## config.mk

```make
export PLATFORM = sky130hd
export DESIGN_NAME = adc_measurement_sequencer
export DESIGN_NICKNAME = d
export VERILOG_FILES = /design/src/hdl/adc_seq_pkg.sv /design/src/hdl/adc_measurement_sequencer.sv
export SDC_FILE = /design/constraint.sdc
export NUM_CORES = 1
export LEC_CHECK = 0
export ABC_AREA = 1
export BUFFER_PORTS_ARGS = -buffer_cell sky130_fd_sc_hd__buf_2
export CORE_MARGIN = 2
export CORE_UTILIZATION = 58
export DETAILED_ROUTE_END_ITERATION = 8
export GPL_ROUTABILITY_DRIVEN = 0
export PLACE_DENSITY = 0.8
export SETUP_SLACK_MARGIN = 0.05
export SLEW_MARGIN = 40
export SYNTH_ARGS = -nofsm -noshare
export SYNTH_HDL_FRONTEND = slang
export SYNTH_SLANG_ARGS = --single-unit
```

## constraint.sdc

```tcl
create_clock -name ref_clk -period 3.68 [get_ports ref_clk]
set_clock_uncertainty 0.2 [all_clocks]
set_input_delay 0.368 -clock ref_clk [delete_from_list [all_inputs] [get_ports ref_clk]]
set_output_delay 0.368 -clock ref_clk [all_outputs]
set_load 0.1 [all_outputs]
```

## src/hdl/adc_seq_pkg.sv

```systemverilog
// shared constants and carriers for the adc measurement sequencer
`default_nettype none
package adc_seq_pkg;
  localparam logic [7:0] ADDR_CTRL_ONE = 8'h18;
  localparam logic [7:0] ADDR_CTRL_TWO = 8'h19;
  localparam logic [7:0] ADDR_CTRL_THREE = 8'h1a;
  localparam logic [7:0] CTRL_ONE_RESET = 8'h00;
  localparam logic [7:0] CTRL_TWO_RESET = 8'h00;
  localparam logic [7:0] CTRL_THREE_RESET = 8'h00;
  // measurement control one fields
  localparam int MONITOR_ENABLE_POS = 0;
  localparam int PIN_FUNCTION_SELECT_LOW_POS = 1;
  localparam int PIN_FUNCTION_SELECT_HIGH_POS = 2;
  // measurement control two fields
  localparam int CHANNEL_FIELD_LSB = 0;
  localparam int CHANNEL_FIELD_MSB = 3;
  localparam int SINGLE_CHANNEL_SELECT_POS = 4;
  localparam int AVERAGING_DISABLE_POS = 5;
  // measurement control three fields
  localparam int SPEED_SELECT_POS = 0;
  localparam int REFERENCE_SELECT_POS = 4;
  // averaging
  localparam int AVG_SAMPLES = 16;
  localparam logic [3:0] AVG_LAST = 4'hf;
  // timing
  localparam int CLK_PERIOD_NS = 5;
  localparam int CAL_TIME_MS = 5;
  localparam int CAL_CYCLES_DEFAULT = (CAL_TIME_MS * 1000000) / CLK_PERIOD_NS;
  // channel codes
  localparam logic [3:0] CH_VDD = 4'h0;
  localparam logic [3:0] CH_INT_TEMP = 4'h1;
  localparam logic [3:0] CH_EXT_TEMP = 4'h2;
  localparam logic [3:0] CH_AIN_ONE = 4'h3;
  localparam logic [3:0] CH_AIN_TWO = 4'h4;
  localparam logic [3:0] CH_AIN_THREE = 4'h5;
  localparam logic [3:0] CH_AIN_EIGHT = 4'ha;

  typedef enum logic [1:0] {ST_CAL, ST_IDLE, ST_START, ST_WAIT} seq_state_e;

  typedef struct packed {
    logic start;
    logic reset;
    logic [3:0] chan;
    logic fast;
    logic diode_filter_en;
    logic ref_from_supply;
  } adc_ctrl_s;

  typedef struct packed {
    logic valid;
    logic [3:0] chan;
    logic [9:0] data;
  } meas_result_s;
endpackage
`default_nettype wire

```

## src/hdl/adc_measurement_sequencer.sv

```systemverilog
// measurement sequencer: control registers, channel order, averaging, serial port mode
// Summary of operation
// - after calibration the sequencer idles, powered, taking no measurements
// - setting monitor enable starts measuring in round-robin mode
// - round-robin order: supply, internal temp, external temp or inputs one/two, three..eight
// - after input eight the sequence returns straight to the supply channel
// - measuring continues until monitor enable is cleared
// - single-channel select bit switches to single-channel mode while monitoring
// - averaging is on from reset; each result averages 16 conversions
// - averaging disable bit makes each result a single conversion
// - two pin-function bits choose analog inputs one/two or external diode
// - reference select bit picks internal reference or supply as full scale
// - serial port starts in I2C mode after power-up
// - selecting SPI locks the port in SPI; I2C never locks
// - only a power cycle leaves SPI; no register write undoes it
// - speed select bit raises the conversion clock to the fast rate
// - slow speed at reset; fast speed turns off diode input filtering
// - in single-channel mode a four-bit field names the repeated channel
// - a serial transaction aborts and resets the conversion; restart afterwards
`default_nettype none
module adc_measurement_sequencer
  import adc_seq_pkg::*;
#(
  parameter int CAL_CYCLES = CAL_CYCLES_DEFAULT
) (
  input wire logic ref_clk,
  input wire logic rst,
  input wire logic wr_en,
  input wire logic [7:0] wr_addr,
  input wire logic [7:0] wr_data,
  input wire logic [7:0] rd_addr,
  output logic [7:0] rd_data_q,
  input wire logic txn_active,
  input wire logic spi_select,
  output logic spi_mode_q,
  input wire logic adc_done,
  input wire logic [9:0] adc_data,
  output adc_ctrl_s adc_ctrl_q,
  output meas_result_s result_q
);

  // register group
  logic [7:0] ctrl_one_q, ctrl_one_d;
  logic [7:0] ctrl_two_q, ctrl_two_d;
  logic [7:0] ctrl_three_q, ctrl_three_d;
  logic [7:0] rd_data_d;
  logic spi_mode_d;

  always_comb begin
    ctrl_one_d = ctrl_one_q;
    ctrl_two_d = ctrl_two_q;
    ctrl_three_d = ctrl_three_q;
    if (wr_en) begin
      unique case (wr_addr)
        ADDR_CTRL_ONE: ctrl_one_d = wr_data;
        ADDR_CTRL_TWO: ctrl_two_d = wr_data;
        ADDR_CTRL_THREE: ctrl_three_d = wr_data;
        default: ;
      endcase
    end
    unique case (rd_addr)
      ADDR_CTRL_ONE: rd_data_d = ctrl_one_q;
      ADDR_CTRL_TWO: rd_data_d = ctrl_two_q;
      ADDR_CTRL_THREE: rd_data_d = ctrl_three_q;
      default: rd_data_d = 8'h00;
    endcase
    // sticky until power cycle; no write path clears it
    spi_mode_d = spi_mode_q | spi_select;
  end

  always_ff @(posedge ref_clk or posedge rst) begin
    if (rst) begin
      ctrl_one_q <= CTRL_ONE_RESET;
      ctrl_two_q <= CTRL_TWO_RESET;
      ctrl_three_q <= CTRL_THREE_RESET;
      rd_data_q <= 8'h00;
      spi_mode_q <= 1'b0;
    end else begin
      ctrl_one_q <= ctrl_one_d;
      ctrl_two_q <= ctrl_two_d;
      ctrl_three_q <= ctrl_three_d;
      rd_data_q <= rd_data_d;
      spi_mode_q <= spi_mode_d;
    end
  end

  logic mon_en;
  logic single_mode;
  logic avg_off;
  logic ext_diode;
  logic fast;
  logic [3:0] sel_chan;

  assign mon_en = ctrl_one_q[MONITOR_ENABLE_POS];
  // both pin-function bits low leaves the shared pins on the diode
  assign ext_diode = ~(ctrl_one_q[PIN_FUNCTION_SELECT_LOW_POS] | ctrl_one_q[PIN_FUNCTION_SELECT_HIGH_POS]);
  assign single_mode = ctrl_two_q[SINGLE_CHANNEL_SELECT_POS];
  assign avg_off = ctrl_two_q[AVERAGING_DISABLE_POS];
  assign fast = ctrl_three_q[SPEED_SELECT_POS];
  // codes beyond the last input fall back to the supply channel
  assign sel_chan = (ctrl_two_q[CHANNEL_FIELD_MSB:CHANNEL_FIELD_LSB] > CH_AIN_EIGHT) ? CH_VDD :
                    ctrl_two_q[CHANNEL_FIELD_MSB:CHANNEL_FIELD_LSB];

  // sequencer group
  seq_state_e state_q, state_d;
  logic [19:0] cal_cnt_q, cal_cnt_d;
  logic [3:0] chan_q, chan_d;
  logic [3:0] samp_cnt_q, samp_cnt_d;
  logic [13:0] acc_q, acc_d;
  logic [13:0] acc_sum;
  logic [3:0] rr_next;
  logic [3:0] next_chan;
  logic first_sample_done;
  adc_ctrl_s adc_ctrl_d;
  meas_result_s result_d;

  always_comb begin
    unique case (chan_q)
      CH_VDD: rr_next = CH_INT_TEMP;
      CH_INT_TEMP: rr_next = ext_diode ? CH_EXT_TEMP : CH_AIN_ONE;
      CH_EXT_TEMP: rr_next = CH_AIN_THREE;
      CH_AIN_EIGHT: rr_next = CH_VDD;
      default: rr_next = chan_q + 4'h1;
    endcase
    next_chan = single_mode ? sel_chan : rr_next;
  end

  assign acc_sum = acc_q + {4'h0, adc_data};
  assign first_sample_done = avg_off || (samp_cnt_q == AVG_LAST);

  always_comb begin
    state_d = state_q;
    cal_cnt_d = cal_cnt_q;
    chan_d = chan_q;
    samp_cnt_d = samp_cnt_q;
    acc_d = acc_q;
    result_d = result_q;
    result_d.valid = 1'b0;
    adc_ctrl_d.start = 1'b0;
    adc_ctrl_d.reset = txn_active;
    adc_ctrl_d.chan = chan_q;
    adc_ctrl_d.fast = fast;
    adc_ctrl_d.diode_filter_en = ~fast;
    adc_ctrl_d.ref_from_supply = ctrl_three_q[REFERENCE_SELECT_POS];
    unique case (state_q)
      ST_CAL: begin
        if (cal_cnt_q == 20'(CAL_CYCLES - 1)) begin
          state_d = ST_IDLE;
        end else begin
          cal_cnt_d = cal_cnt_q + 20'h1;
        end
      end
      ST_IDLE: begin
        chan_d = single_mode ? sel_chan : CH_VDD;
        if (mon_en && !txn_active) begin
          state_d = ST_START;
        end
      end
      ST_START: begin
        adc_ctrl_d.start = !txn_active;
        if (!txn_active) begin
          state_d = ST_WAIT;
        end
      end
      ST_WAIT: begin
        if (adc_done) begin
          state_d = ST_START;
          if (first_sample_done) begin
            // publish only the finished average, never a partial sum
            result_d.valid = 1'b1;
            result_d.chan = chan_q;
            // single conversion taken as is, so a sum left from a mid-run switch never leaks
            result_d.data = avg_off ? adc_data : acc_sum[13:4];
            acc_d = 14'h0;
            samp_cnt_d = 4'h0;
            chan_d = next_chan;
          end else begin
            acc_d = acc_sum;
            samp_cnt_d = samp_cnt_q + 4'h1;
          end
        end
      end
    endcase
    if (state_q != ST_CAL && !mon_en) begin
      state_d = ST_IDLE;
      acc_d = 14'h0;
      samp_cnt_d = 4'h0;
      adc_ctrl_d.start = 1'b0;
      result_d.valid = 1'b0;
    end else if ((state_q == ST_START || state_q == ST_WAIT) && txn_active) begin
      // a transaction throws away the partial average and restarts the channel
      state_d = ST_START;
      acc_d = 14'h0;
      samp_cnt_d = 4'h0;
      result_d.valid = 1'b0;
    end
  end

  always_ff @(posedge ref_clk or posedge rst) begin
    if (rst) begin
      state_q <= ST_CAL;
      cal_cnt_q <= 20'h0;
      chan_q <= CH_VDD;
      samp_cnt_q <= 4'h0;
      acc_q <= 14'h0;
      adc_ctrl_q <= '0;
      adc_ctrl_q.diode_filter_en <= 1'b1;
      result_q <= '0;
    end else begin
      state_q <= state_d;
      cal_cnt_q <= cal_cnt_d;
      chan_q <= chan_d;
      samp_cnt_q <= samp_cnt_d;
      acc_q <= acc_d;
      adc_ctrl_q <= adc_ctrl_d;
      result_q <= result_d;
    end
  end

  // checks
  a_idle_no_start: assert property (@(posedge ref_clk) disable iff (rst)
    (state_q == ST_IDLE) |=> !adc_ctrl_q.start) else $error("conversion started while idle");
  a_enable_starts: assert property (@(posedge ref_clk) disable iff (rst)
    (state_q == ST_IDLE && mon_en && !txn_active) ##1 (!txn_active && mon_en) |=>
      adc_ctrl_q.start && adc_ctrl_q.chan == $past(chan_q)) else $error("enable did not start");
  a_rr_after_vdd: assert property (@(posedge ref_clk) disable iff (rst)
    (result_d.valid && chan_q == CH_VDD && !single_mode) |=> chan_q == CH_INT_TEMP)
    else $error("round-robin order broken after supply");
  a_wrap_to_vdd: assert property (@(posedge ref_clk) disable iff (rst)
    (result_d.valid && chan_q == CH_AIN_EIGHT && !single_mode) |=>
      chan_q == CH_VDD ##1 (adc_ctrl_q.start || $past(txn_active) || !$past(mon_en)))
    else $error("no wrap to supply after input eight");
  a_single_hold: assert property (@(posedge ref_clk) disable iff (rst)
    (result_d.valid && single_mode) |=> chan_q == $past(sel_chan)) else $error("single channel not held");
  a_avg_complete: assert property (@(posedge ref_clk) disable iff (rst)
    result_q.valid |-> $past(avg_off) || $past(samp_cnt_q) == AVG_LAST) else $error("partial average published");
  a_txn_abort: assert property (@(posedge ref_clk) disable iff (rst)
    txn_active |=> adc_ctrl_q.reset && !adc_ctrl_q.start && !result_q.valid) else $error("transaction did not abort");
  a_disable_idle: assert property (@(posedge ref_clk) disable iff (rst)
    (state_q != ST_CAL && !mon_en) |=> state_q == ST_IDLE && $stable(result_q.data)) else $error("disable not honoured");
  a_spi_locked: assert property (@(posedge ref_clk) disable iff (rst)
    spi_mode_q |=> spi_mode_q) else $error("spi lock released");
  a_fast_no_filter: assert property (@(posedge ref_clk) disable iff (rst)
    fast [*2] |-> !adc_ctrl_q.diode_filter_en && adc_ctrl_q.fast) else $error("filter left active at fast speed");

  // calibration, idle and start-up
  a_cal_quiet: assert property (@(posedge ref_clk) disable iff (rst)
    (state_q == ST_CAL) |=> !adc_ctrl_q.start && !result_q.valid)
    else $error("activity during calibration");
  a_cal_to_idle: assert property (@(posedge ref_clk) disable iff (rst)
    (state_q == ST_CAL && cal_cnt_q == 20'(CAL_CYCLES - 1)) |=> state_q == ST_IDLE)
    else $error("calibration did not end in idle");
  a_idle_holds: assert property (@(posedge ref_clk) disable iff (rst)
    (state_q == ST_IDLE && !mon_en) |=> state_q == ST_IDLE)
    else $error("left idle without enable");
  a_start_rr_vdd: assert property (@(posedge ref_clk) disable iff (rst)
    (state_q == ST_IDLE && !single_mode) |=> chan_q == CH_VDD)
    else $error("round-robin start not at supply");

  // channel order
  a_rr_int_next: assert property (@(posedge ref_clk) disable iff (rst)
    (result_d.valid && chan_q == CH_INT_TEMP && !single_mode) |=> chan_q == ($past(ext_diode) ? CH_EXT_TEMP : CH_AIN_ONE))
    else $error("wrong channel after internal temperature");
  a_rr_ext_next: assert property (@(posedge ref_clk) disable iff (rst)
    (result_d.valid && chan_q == CH_EXT_TEMP && !single_mode) |=> chan_q == CH_AIN_THREE)
    else $error("wrong channel after external temperature");
  a_rr_step: assert property (@(posedge ref_clk) disable iff (rst)
    (result_d.valid && chan_q >= CH_AIN_ONE && chan_q < CH_AIN_EIGHT && !single_mode) |=> chan_q == $past(chan_q) + 4'h1)
    else $error("analog inputs out of order");

  // averaging, run and stop
  a_run_continues: assert property (@(posedge ref_clk) disable iff (rst)
    (state_q == ST_WAIT && adc_done && mon_en && !txn_active) |=> state_q == ST_START)
    else $error("measuring stopped while enabled");
  a_avg_off_single: assert property (@(posedge ref_clk) disable iff (rst)
    (result_q.valid && $past(avg_off)) |-> result_q.data == $past(adc_data))
    else $error("unaveraged result is not the conversion");

  // analog settings and serial port
  a_ref_follows: assert property (@(posedge ref_clk) disable iff (rst)
    adc_ctrl_q.ref_from_supply == $past(ctrl_three_q[REFERENCE_SELECT_POS]))
    else $error("reference select not applied");
  a_fast_follows: assert property (@(posedge ref_clk) disable iff (rst)
    adc_ctrl_q.fast == $past(fast))
    else $error("speed select not applied");
  a_slow_filter: assert property (@(posedge ref_clk) disable iff (rst)
    !fast [*2] |-> adc_ctrl_q.diode_filter_en && !adc_ctrl_q.fast)
    else $error("filter dropped at slow speed");
  a_spi_take: assert property (@(posedge ref_clk) disable iff (rst)
    spi_select |=> spi_mode_q)
    else $error("spi selection not locked");
  a_i2c_default: assert property (@(posedge ref_clk) disable iff (rst)
    (!spi_mode_q && !spi_select) |=> !spi_mode_q)
    else $error("left i2c without selection");

  // serial traffic
  a_txn_reset_level: assert property (@(posedge ref_clk) disable iff (rst)
    !txn_active |=> !adc_ctrl_q.reset)
    else $error("converter held in reset without traffic");
  a_txn_restart: assert property (@(posedge ref_clk) disable iff (rst)
    ($fell(txn_active) && state_q == ST_START && mon_en) |=> adc_ctrl_q.start)
    else $error("no restart after transaction");

endmodule
`default_nettype wire

```

Word level (Yosys, flattened, before mapping)
Cells that the tools add are included.
- add/sub/neg operators: 4
- order comparisons: 1
- eq/ne operators: 20
- mux-type cells: 34
- bitwise operators: 4
- reduce and logical (&&, ||, !) cells: 21
- operator list (cell ; number):
    $mux 14 ; 5
    $eq 8x5->1 const B ; 6
    $mux 15 ; 3
    $mux 4 ; 10
    $pmux 8 s3 ; 1
    $add 20x1->20 const B ; 1
    $eq 20x20->1 const B ; 1
    $pmux 4 s4 ; 1
    $add 14x10->14 ; 1
    $mux 2 ; 6
    $mux 10 ; 1
    $reduce_and 2->1 ; 5
    $add 4x1->4 const B ; 2
    $eq 4x4->1 const B ; 2
    $ne 4x3->1 const B ; 2
    $ne 4x4->1 const B ; 2
    $pmux 2 s4 ; 1
    $pmux 4 s2 ; 1
    $reduce_and 3->1 ; 2
    $reduce_bool 3->1 ; 2
    $mux 1 ; 5
    $eq 2x2->1 const B ; 2
    $eq 4x1->1 const B ; 1
    $eq 4x2->1 const B ; 1
    12 further kinds ; 20
- register bits: 101
- input bits: 40
- output and inout bits: 33

Logic depth before layout (Yosys ltp)
Gate-level depths: netlist (run 1).
- depth after elaboration: 7
- mapped depth: 13
- gate-level depth less buffers: 13

Least setup slack after synthesis (run 1)
OpenSTA, ideal clock, no wires.
- kind: in2reg
- from: input port adc_data[0]
- to: register result_q[2] (netlist bit)
- library setup time: 78 ps
- arrival time: 1667 ps
- required time: 3402 ps
- setup slack: 1735 ps
- cell stages on the path: 11
- path buffers: 0
- cell sequence: ha_1 -> inv_1 -> fa_1 -> inv_1 -> nand3_1 -> nand2_1 -> nand2_1 -> nand2_1 -> xor2_1 -> nand2_1 -> a21oi_1
- longest elaborated chain between the ends: 2
- RTL lines (what ; RTL line ; text):
    start, declared ; adc_measurement_sequencer.sv:37 ; input wire logic [9:0] adc_data,
    $add 14x10->14 ; adc_measurement_sequencer.sv:128 ; assign acc_sum = acc_q + {4'h0, adc_data};
    $mux 10 ; adc_measurement_sequencer.sv:173 ; result_d.data = avg_off ? adc_data : acc_sum[13:4];
    end signal, assigned ; adc_measurement_sequencer.sv:216 ; result_q <= result_d;
    end, declared ; adc_measurement_sequencer.sv:39 ; output meas_result_s result_q
No other way between the ends.
A chain may end at the register's enable or synchronous reset.

Final worst setup path (run 1)
- from: register cal_cnt_q[0]
- to: register cal_cnt_q[2]
- longest elaborated chain between the ends: 3
- elaborated cells between the ends (all ways): 4
- RTL lines (what ; RTL line ; text):
    start, declared ; adc_measurement_sequencer.sv:106 ; logic [19:0] cal_cnt_q, cal_cnt_d;
    start signal, assigned ; adc_measurement_sequencer.sv:211 ; cal_cnt_q <= cal_cnt_d;
    branches (longest 3 deep; another with $add 20x1->20) ; - ;
Parallel ways; which one is timed is not known.

==> flow_metrics.env, run 1 <==
export IMPL_synth_nets=756
export IMPL_h_tree_depth=3
export IMPL_met2_usage_pct=39.3
export IMPL_r2r_cells=8
export IMPL_setup_viol=0
export IMPL_cp_end_kind="flip-flop"
export IMPL_worst_slack_ns=1.46
export IMPL_cts_sinks=101
export IMPL_synth_most_common_cell="nand2_1"
export IMPL_max_slew_margin_pct=59.7
export IMPL_ir_drop_mv=0.178
export IMPL_synth_simple_area_share_pct=28.6
export IMPL_grt_pass1_vias=4559
export IMPL_p_per_area_nw_per_um2=363
export IMPL_fmax_ghz=0.451
export IMPL_crit_start="cal_cnt_q[0]$_DFFE_PP0P_"
export IMPL_crit_type="reg -> reg"
export IMPL_worst_ep_required_time_ns=3.78
export IMPL_yosys_top_cells_count="nand2_1 (222), dfrtp_1 (100), inv_1 (80)"
export IMPL_min_from="wr_data[4]"
export IMPL_layout_nets=832
export IMPL_chipHeight_um=102
export IMPL_cp_start_kind="flip-flop"
export IMPL_overflow=0
export IMPL_core_um2=9240
export IMPL_fin_crit_sh_pct=60.2
export IMPL_cts_made_buffers=9
export IMPL_post_route_drc_count=0
export IMPL_final_max_slew_viol_count=0
export IMPL_antenna_left=0
export IMPL_die_width_um=102
export IMPL_start_util_pct=59.7
export IMPL_worstHoldPathCells=3
export IMPL_route_vias_total=4730
export IMPL_synthTopCellsByArea="dfrtp_1 (45%), nand2_1 (15%), inv_1 (5.4%), nor2_1 (4.3%), nand3_1 (3.9%)"
export IMPL_netlist_area_leader_share_pct=45.4
export IMPL_antenna_cells=0
export IMPL_synth_mux_area_share_pct=0.181
export IMPL_cts_buffer_depth=2
export IMPL_final_util_pct=67.3
export IMPL_syn_inst=699
export IMPL_ios=73
export IMPL_via_per_inst=5.20
export IMPL_finalNonFillerCells=909
export IMPL_postSynthAreaPerCell_um2=7.89
export IMPL_yosysWarnings=0
export IMPL_synth_cell_type_count=47
export IMPL_min_period_ns=2.22
export IMPL_worst_pin_slew_ns=0.601
export IMPL_maxCapViolCount=0
export IMPL_ys_seq_area_share_pct=45.8
export IMPL_grt_use_met3_pct=3.59
export IMPL_path_clk_slew_ns=0.11
export IMPL_regArea_um2=2530
export IMPL_post_dp_hpwl_mm=8.80
export IMPL_synth_compound_gate_area_share_pct=10.7
export IMPL_grt_use_total_pct=24.7
export IMPL_grt_pass1_wl_mm=20.4
export IMPL_top_usage_layer="met2"
export IMPL_dp_cells=890
export IMPL_die_area_um2=10300
export IMPL_tns_ns=0
export IMPL_fin_area_um2=6210
export IMPL_min_delay_worst_endpoint="ctrl_three_q[4]$_DFFE_PP0P_"
export IMPL_synth_top_family_by_area="simple AND/OR/NAND/NOR gates"
export IMPL_yosysTopAreaCell="dfrtp_1"
export IMPL_rsz0062_at_grt="false"
export IMPL_drt_iter0_markers=252
export IMPL_drt_wirelength_per_cell_um=13.1
export IMPL_p_leak_nw=3.28
export IMPL_grt_util_met1_pct=34.1
export IMPL_routed_wl_mm=11.9
export IMPL_post_dp_cell_area_um2=5980
export IMPL_place_ws_ns=1.48
export IMPL_grt_max_degree=49
export IMPL_area_delta_synth_final_pct=12.7
export IMPL_antenna_found_initial=0
export IMPL_r2r_start="cal_cnt_q[0]$_DFFE_PP0P_"
export IMPL_drt_pass1_iterations=5
export IMPL_synthXorXnorAreaFrac_pct=3.18
export IMPL_drive_gt1_share_pct=17.9
export IMPL_synth_edf_count=0
export IMPL_multi_input_area_um2=2580
export IMPL_rows=35
export IMPL_insertion_delay_ns=0.37
export IMPL_cts_root_buffer="clkbuf_8"
export IMPL_reg2reg_to="cal_cnt_q[2]$_DFFE_PP0P_"
export IMPL_worstPathArrival_ns=2.32
export IMPL_synth_ff_type="dfrtp_1"
export IMPL_fillers=758
export IMPL_synth_seq_cells=101
export IMPL_synthArstFlopShare_pct=100
export IMPL_portBuffers=72
export IMPL_regToRegSetupSlack_ns=1.46
export IMPL_synth_fa_ha_area_share_pct=3.99
export IMPL_outcome="complete, no violations"
export IMPL_post_cts_setup_buffers=0
export IMPL_min_path_type="in -> reg"
export IMPL_critPathMaxFanout=27
export IMPL_hold_viol=0
export IMPL_cts_tree="yes"
export IMPL_synth_cell_area_um2=5520
==> worst max path at each step <==
stage	end	slack [ns]	depth (start not counted)
after detailed placement	result_q[2]$_DFFE_PP0P_	1.48	12
after CTS	cal_cnt_q[2]$_DFFE_PP0P_	1.47	8
after floorplan	acc_q[0]$_DFFE_PP0P_	0.47	1
after global placement	result_q[8]$_DFFE_PP0P_	1.52	14
after global routing	cal_cnt_q[13]$_DFFE_PP0P_	1.27	8
final	cal_cnt_q[2]$_DFFE_PP0P_	1.46	8
==> cell families after synthesis <==
kind of cell	after synthesis
AOI/OAI and AO/OA	92
xor gates and xnor gates	20
adders and majority gates	17
buffers and inverters	99
DFF	101
muxes	1
and+or+nand+nor	369
==> worst max-delay path, stage by stage (launching register included) <==
cell and delay (ns):
dfrtp_1 0.44, ha_1 0.28, nand3_2 0.14, inv_2 0.06, nand4_1 0.10, nand2_2 0.19, inv_2 0.47, nand3_1 0.16
nand2_1 0.11
==> routing by layer <==
layer / part of all wire, % / up-vias
li1: - / 2388
met1: 47 / 2200
met2: 47 / 120
met3: 4.0 / 22
met4: 2.3 / 0
met5: 0 / -
==> placed cells by master, fill, tap and decap left out, drive strengths merged, types with 10 or more instances in the layout <==
cell	n
a21oi	19
buf	74
clkbuf	10
dfrtp	100
ha	16
inv	89
nand2	226
nand3	45
nor2	66
nor3	14
o21ai	58
xor2	16
==> final cells by class <==
type	instances	share of cell area, %
clock buffers	10	2.05
clock inverters	6	1.29
inverters	87	5.32
multi-input cells	499	41.5
flip-flops and latches	101	40.7
well taps	129	2.60
repair buffers	77	6.52
==> registers in the layout (all words and copies together), names as in the netlist, 4 cells and up <==
signal	flops
samp_cnt_q	4
cal_cnt_q	20
ctrl_two_q	8
adc_ctrl_q	9
result_q	15
ctrl_three_q	8
rd_data_q	8
acc_q	14
ctrl_one_q	8
chan_q	4
==> report_power, final <==
part / switching, W / leakage (nW) / internal, W
combinational: 0.000210 / 1.79 / 0.0000917
clock: 0.000412 / 0.102 / 0.000330
sequential: 0.0000530 / 1.38 / 0.00116
total: 0.000675 / 3.28 / 0.00158
==> metrics by stage <==
step | power [W] | hold WS [ns]
after floorplan | 0.00145 | 0.174
after global placement | 0.00152 | 0.190
after detailed placement | 0.00153 | 0.197
after CTS | 0.00227 | 0.0871
after global routing | 0.00237 | 0.0890
final | 0.00225 | 0.0940
==> timing repair <==
item | CTS | global route
endpoints found under the hold margin | 48 | 0
resized for setup | 0 | 0
hold buffers | 3 | 0
Note: power is estimated with default switching activity, not from simulation.
==> inputs of run 2 (changes only) <==
Clock period 3.68 ns to 2.3 ns, I/O delays scaled along.
==> flow_metrics.env, run 2 (same netlist as run 1, synthesis figures left out) <==
export IMPL_r2r_cells=11
export IMPL_worstPathCellList="dlygate4sd3_1 > buf_2 > inv_1 > fa_2 > inv_2 > nand3_1 > nand2_2 > nand2_1 > nand2_1 > xor2_1 > nand2_1 > a21oi_1"
export IMPL_core_um2=9240
export IMPL_h_tree_depth=3
export IMPL_drt_iter0_markers=254
export IMPL_cts_tree="yes"
export IMPL_drive_gt1_share_pct=18.8
export IMPL_p_per_area_nw_per_um2=570
export IMPL_setup_viol=0
export IMPL_grt_use_total_pct=24.9
export IMPL_cts_made_buffers=9
export IMPL_r2r_start="acc_q[0]$_DFFE_PP0P_"
export IMPL_cts_sinks=101
export IMPL_p_leak_nw=3.35
export IMPL_min_period_ns=2.12
export IMPL_cts_buffer_depth=2
export IMPL_grt_pass1_wl_mm=20.5
export IMPL_outcome="complete, no violations"
export IMPL_drt_wirelength_per_cell_um=12.9
export IMPL_crit_start="adc_data[1]"
export IMPL_fillers=729
export IMPL_reg_top3="cal_cnt_q: 20 flops, result_q: 15 flops, acc_q: 14 flops"
export IMPL_start_util_pct=59.7
export IMPL_antenna_left=0
export IMPL_rsz0062_at_grt="false"
export IMPL_route_vias_total=4820
export IMPL_ir_drop_mv=0.372
export IMPL_overflow=0
export IMPL_rows=35
export IMPL_chipHeight_um=102
export IMPL_tns_ns=0
export IMPL_hold_viol=0
export IMPL_min_path_type="in -> reg"
export IMPL_area_delta_synth_final_pct=16.3
export IMPL_crit_end="result_q[4]$_DFFE_PP0P_"
export IMPL_antenna_cells=0
export IMPL_crit_path_top_delay_cell="dlygate4sd3_1"
export IMPL_post_cts_setup_buffers=0
export IMPL_routed_wl_mm=12.0
export IMPL_top_register="cal_cnt_q"
export IMPL_grt_max_degree=66
export IMPL_report_power_total_w=0.00365
export IMPL_insertion_delay_ns=0.37
export IMPL_portBuffers=72
export IMPL_worstPathArrival_ns=2.22
export IMPL_crit_type="in -> reg"
export IMPL_min_from="rd_addr[0]"
export IMPL_antenna_found_initial=0
export IMPL_largest_reg_flops=20
export IMPL_final_max_slew_viol_count=0
export IMPL_mostFrequentLayoutCells="nand2_1 (221), dfrtp_1 (100), inv_1 (78)"
export IMPL_post_dp_hpwl_mm=8.86
export IMPL_post_route_drc_count=0
export IMPL_regToRegSetupSlack_ns=0.20
export IMPL_max_stage_delay_ns=0.54
export IMPL_ios=73
export IMPL_max_slew_margin_pct=64.2
export IMPL_cp_start_kind="input port"
export IMPL_layout_nets=851
export IMPL_grt_pass1_vias=4671
export IMPL_critPathMaxFanout=4
export IMPL_path_clk_slew_ns=0.11
export IMPL_maxCapViolCount=0
export IMPL_die_area_um2=10300
export IMPL_worst_pin_slew_ns=0.536
export IMPL_layout_commonest_cell="nand2_1"
export IMPL_drt_pass1_iterations=5
export IMPL_timing_critical_path_mode_cell="nand2_1"
export IMPL_cts_root_buffer="clkbuf_8"
export IMPL_cp_end_kind="flip-flop"
export IMPL_via_per_inst=5.19
export IMPL_fin_crit_sh_pct=92.3
export IMPL_fmax_ghz=0.471
export IMPL_die_width_um=102
export IMPL_worst_ep_required_time_ns=2.40
export IMPL_reg2reg_to="result_q[4]$_DFFE_PP0P_"
-- run 2: changes by cell type in the layout (fill, tap and decap cells not counted), sizes merged --
cell / change
dlygate4sd3: +13
buf: +6
clkinvlp: +2
clkbuf: -1
inv: -1
-- run 2: cell type report --
type	instances	area [µm²]	share of cell area, %
clock inverter	7	92.6	1.44
inverter	87	332	5.17
sequential	101	2530	39.4
clock buffer	9	124	1.93
multi-input combinational	499	2580	40.3
tap	129	161	2.52
timing repair buffer	96	593	9.25
-- run 2: worst max-delay path, delay by kind of cell --
family | cells | cell delay, ns
fa+ha+maj | 1 | 0.40
xor+xnor | 1 | 0.21
simple gates | 5 | 0.44
buf+inv | 4 | 0.81
compound gates | 1 | 0.14
-- run 2: power breakdown --
group          switching, W  internal [W]
Sequential        0.0000816       0.00185
Combinational      0.000340      0.000171
Clock              0.000680      0.000531
-- run 2: how the worst min path moves through the flow --
stage	endpoint	cells past startpoint
6_report	rd_data_q[0]$_DFF_PP0_	4
3_3_place_gp	cal_cnt_q[11]$_DFFE_PP0P_	2
5_1_grt	state_q[1]$_DFFE_PP0P_	3
2_1_floorplan	adc_ctrl_q[7]$_DFF_PP0_	0
4_1_cts	acc_q[0]$_DFFE_PP0P_	3
3_5_place_dp	cal_cnt_q[12]$_DFFE_PP0P_	2
-- run 2: through the flow --
step | instance area, µm² | std cells | worst slack, ns | utilization, % | hold WS [ns]
after global placement | 6030 | 896 | 0.278 | 65.3 | 0.0221
final | 6410 | 928 | 0.176 | 69.4 | 0.0330
after floorplan | 5520 | 699 | 0.390 | - | 0.0614
after CTS | 6410 | 928 | 0.0688 | 69.3 | 0.00916
after global routing | 6410 | 928 | 0.0608 | 69.4 | 0.0245
after detailed placement | 6030 | 896 | 0.0988 | 65.3 | 0.0305
-- run 2: repair_timing --
item / 4_1_cts / 5_1_grt
endpoints found under the hold margin: 46 / 0
setup endpoints to repair: 0 / 4
hold buffers: 16 / 0
gates resized for setup: 0 / 4
-- run 2: layer usage --
metal	global-route usage, %	part of all wire (%)
met2	43.2	48
met3	3.93	4.3
met5	0	0
met1	32.9	46
met4	6.13	1.3
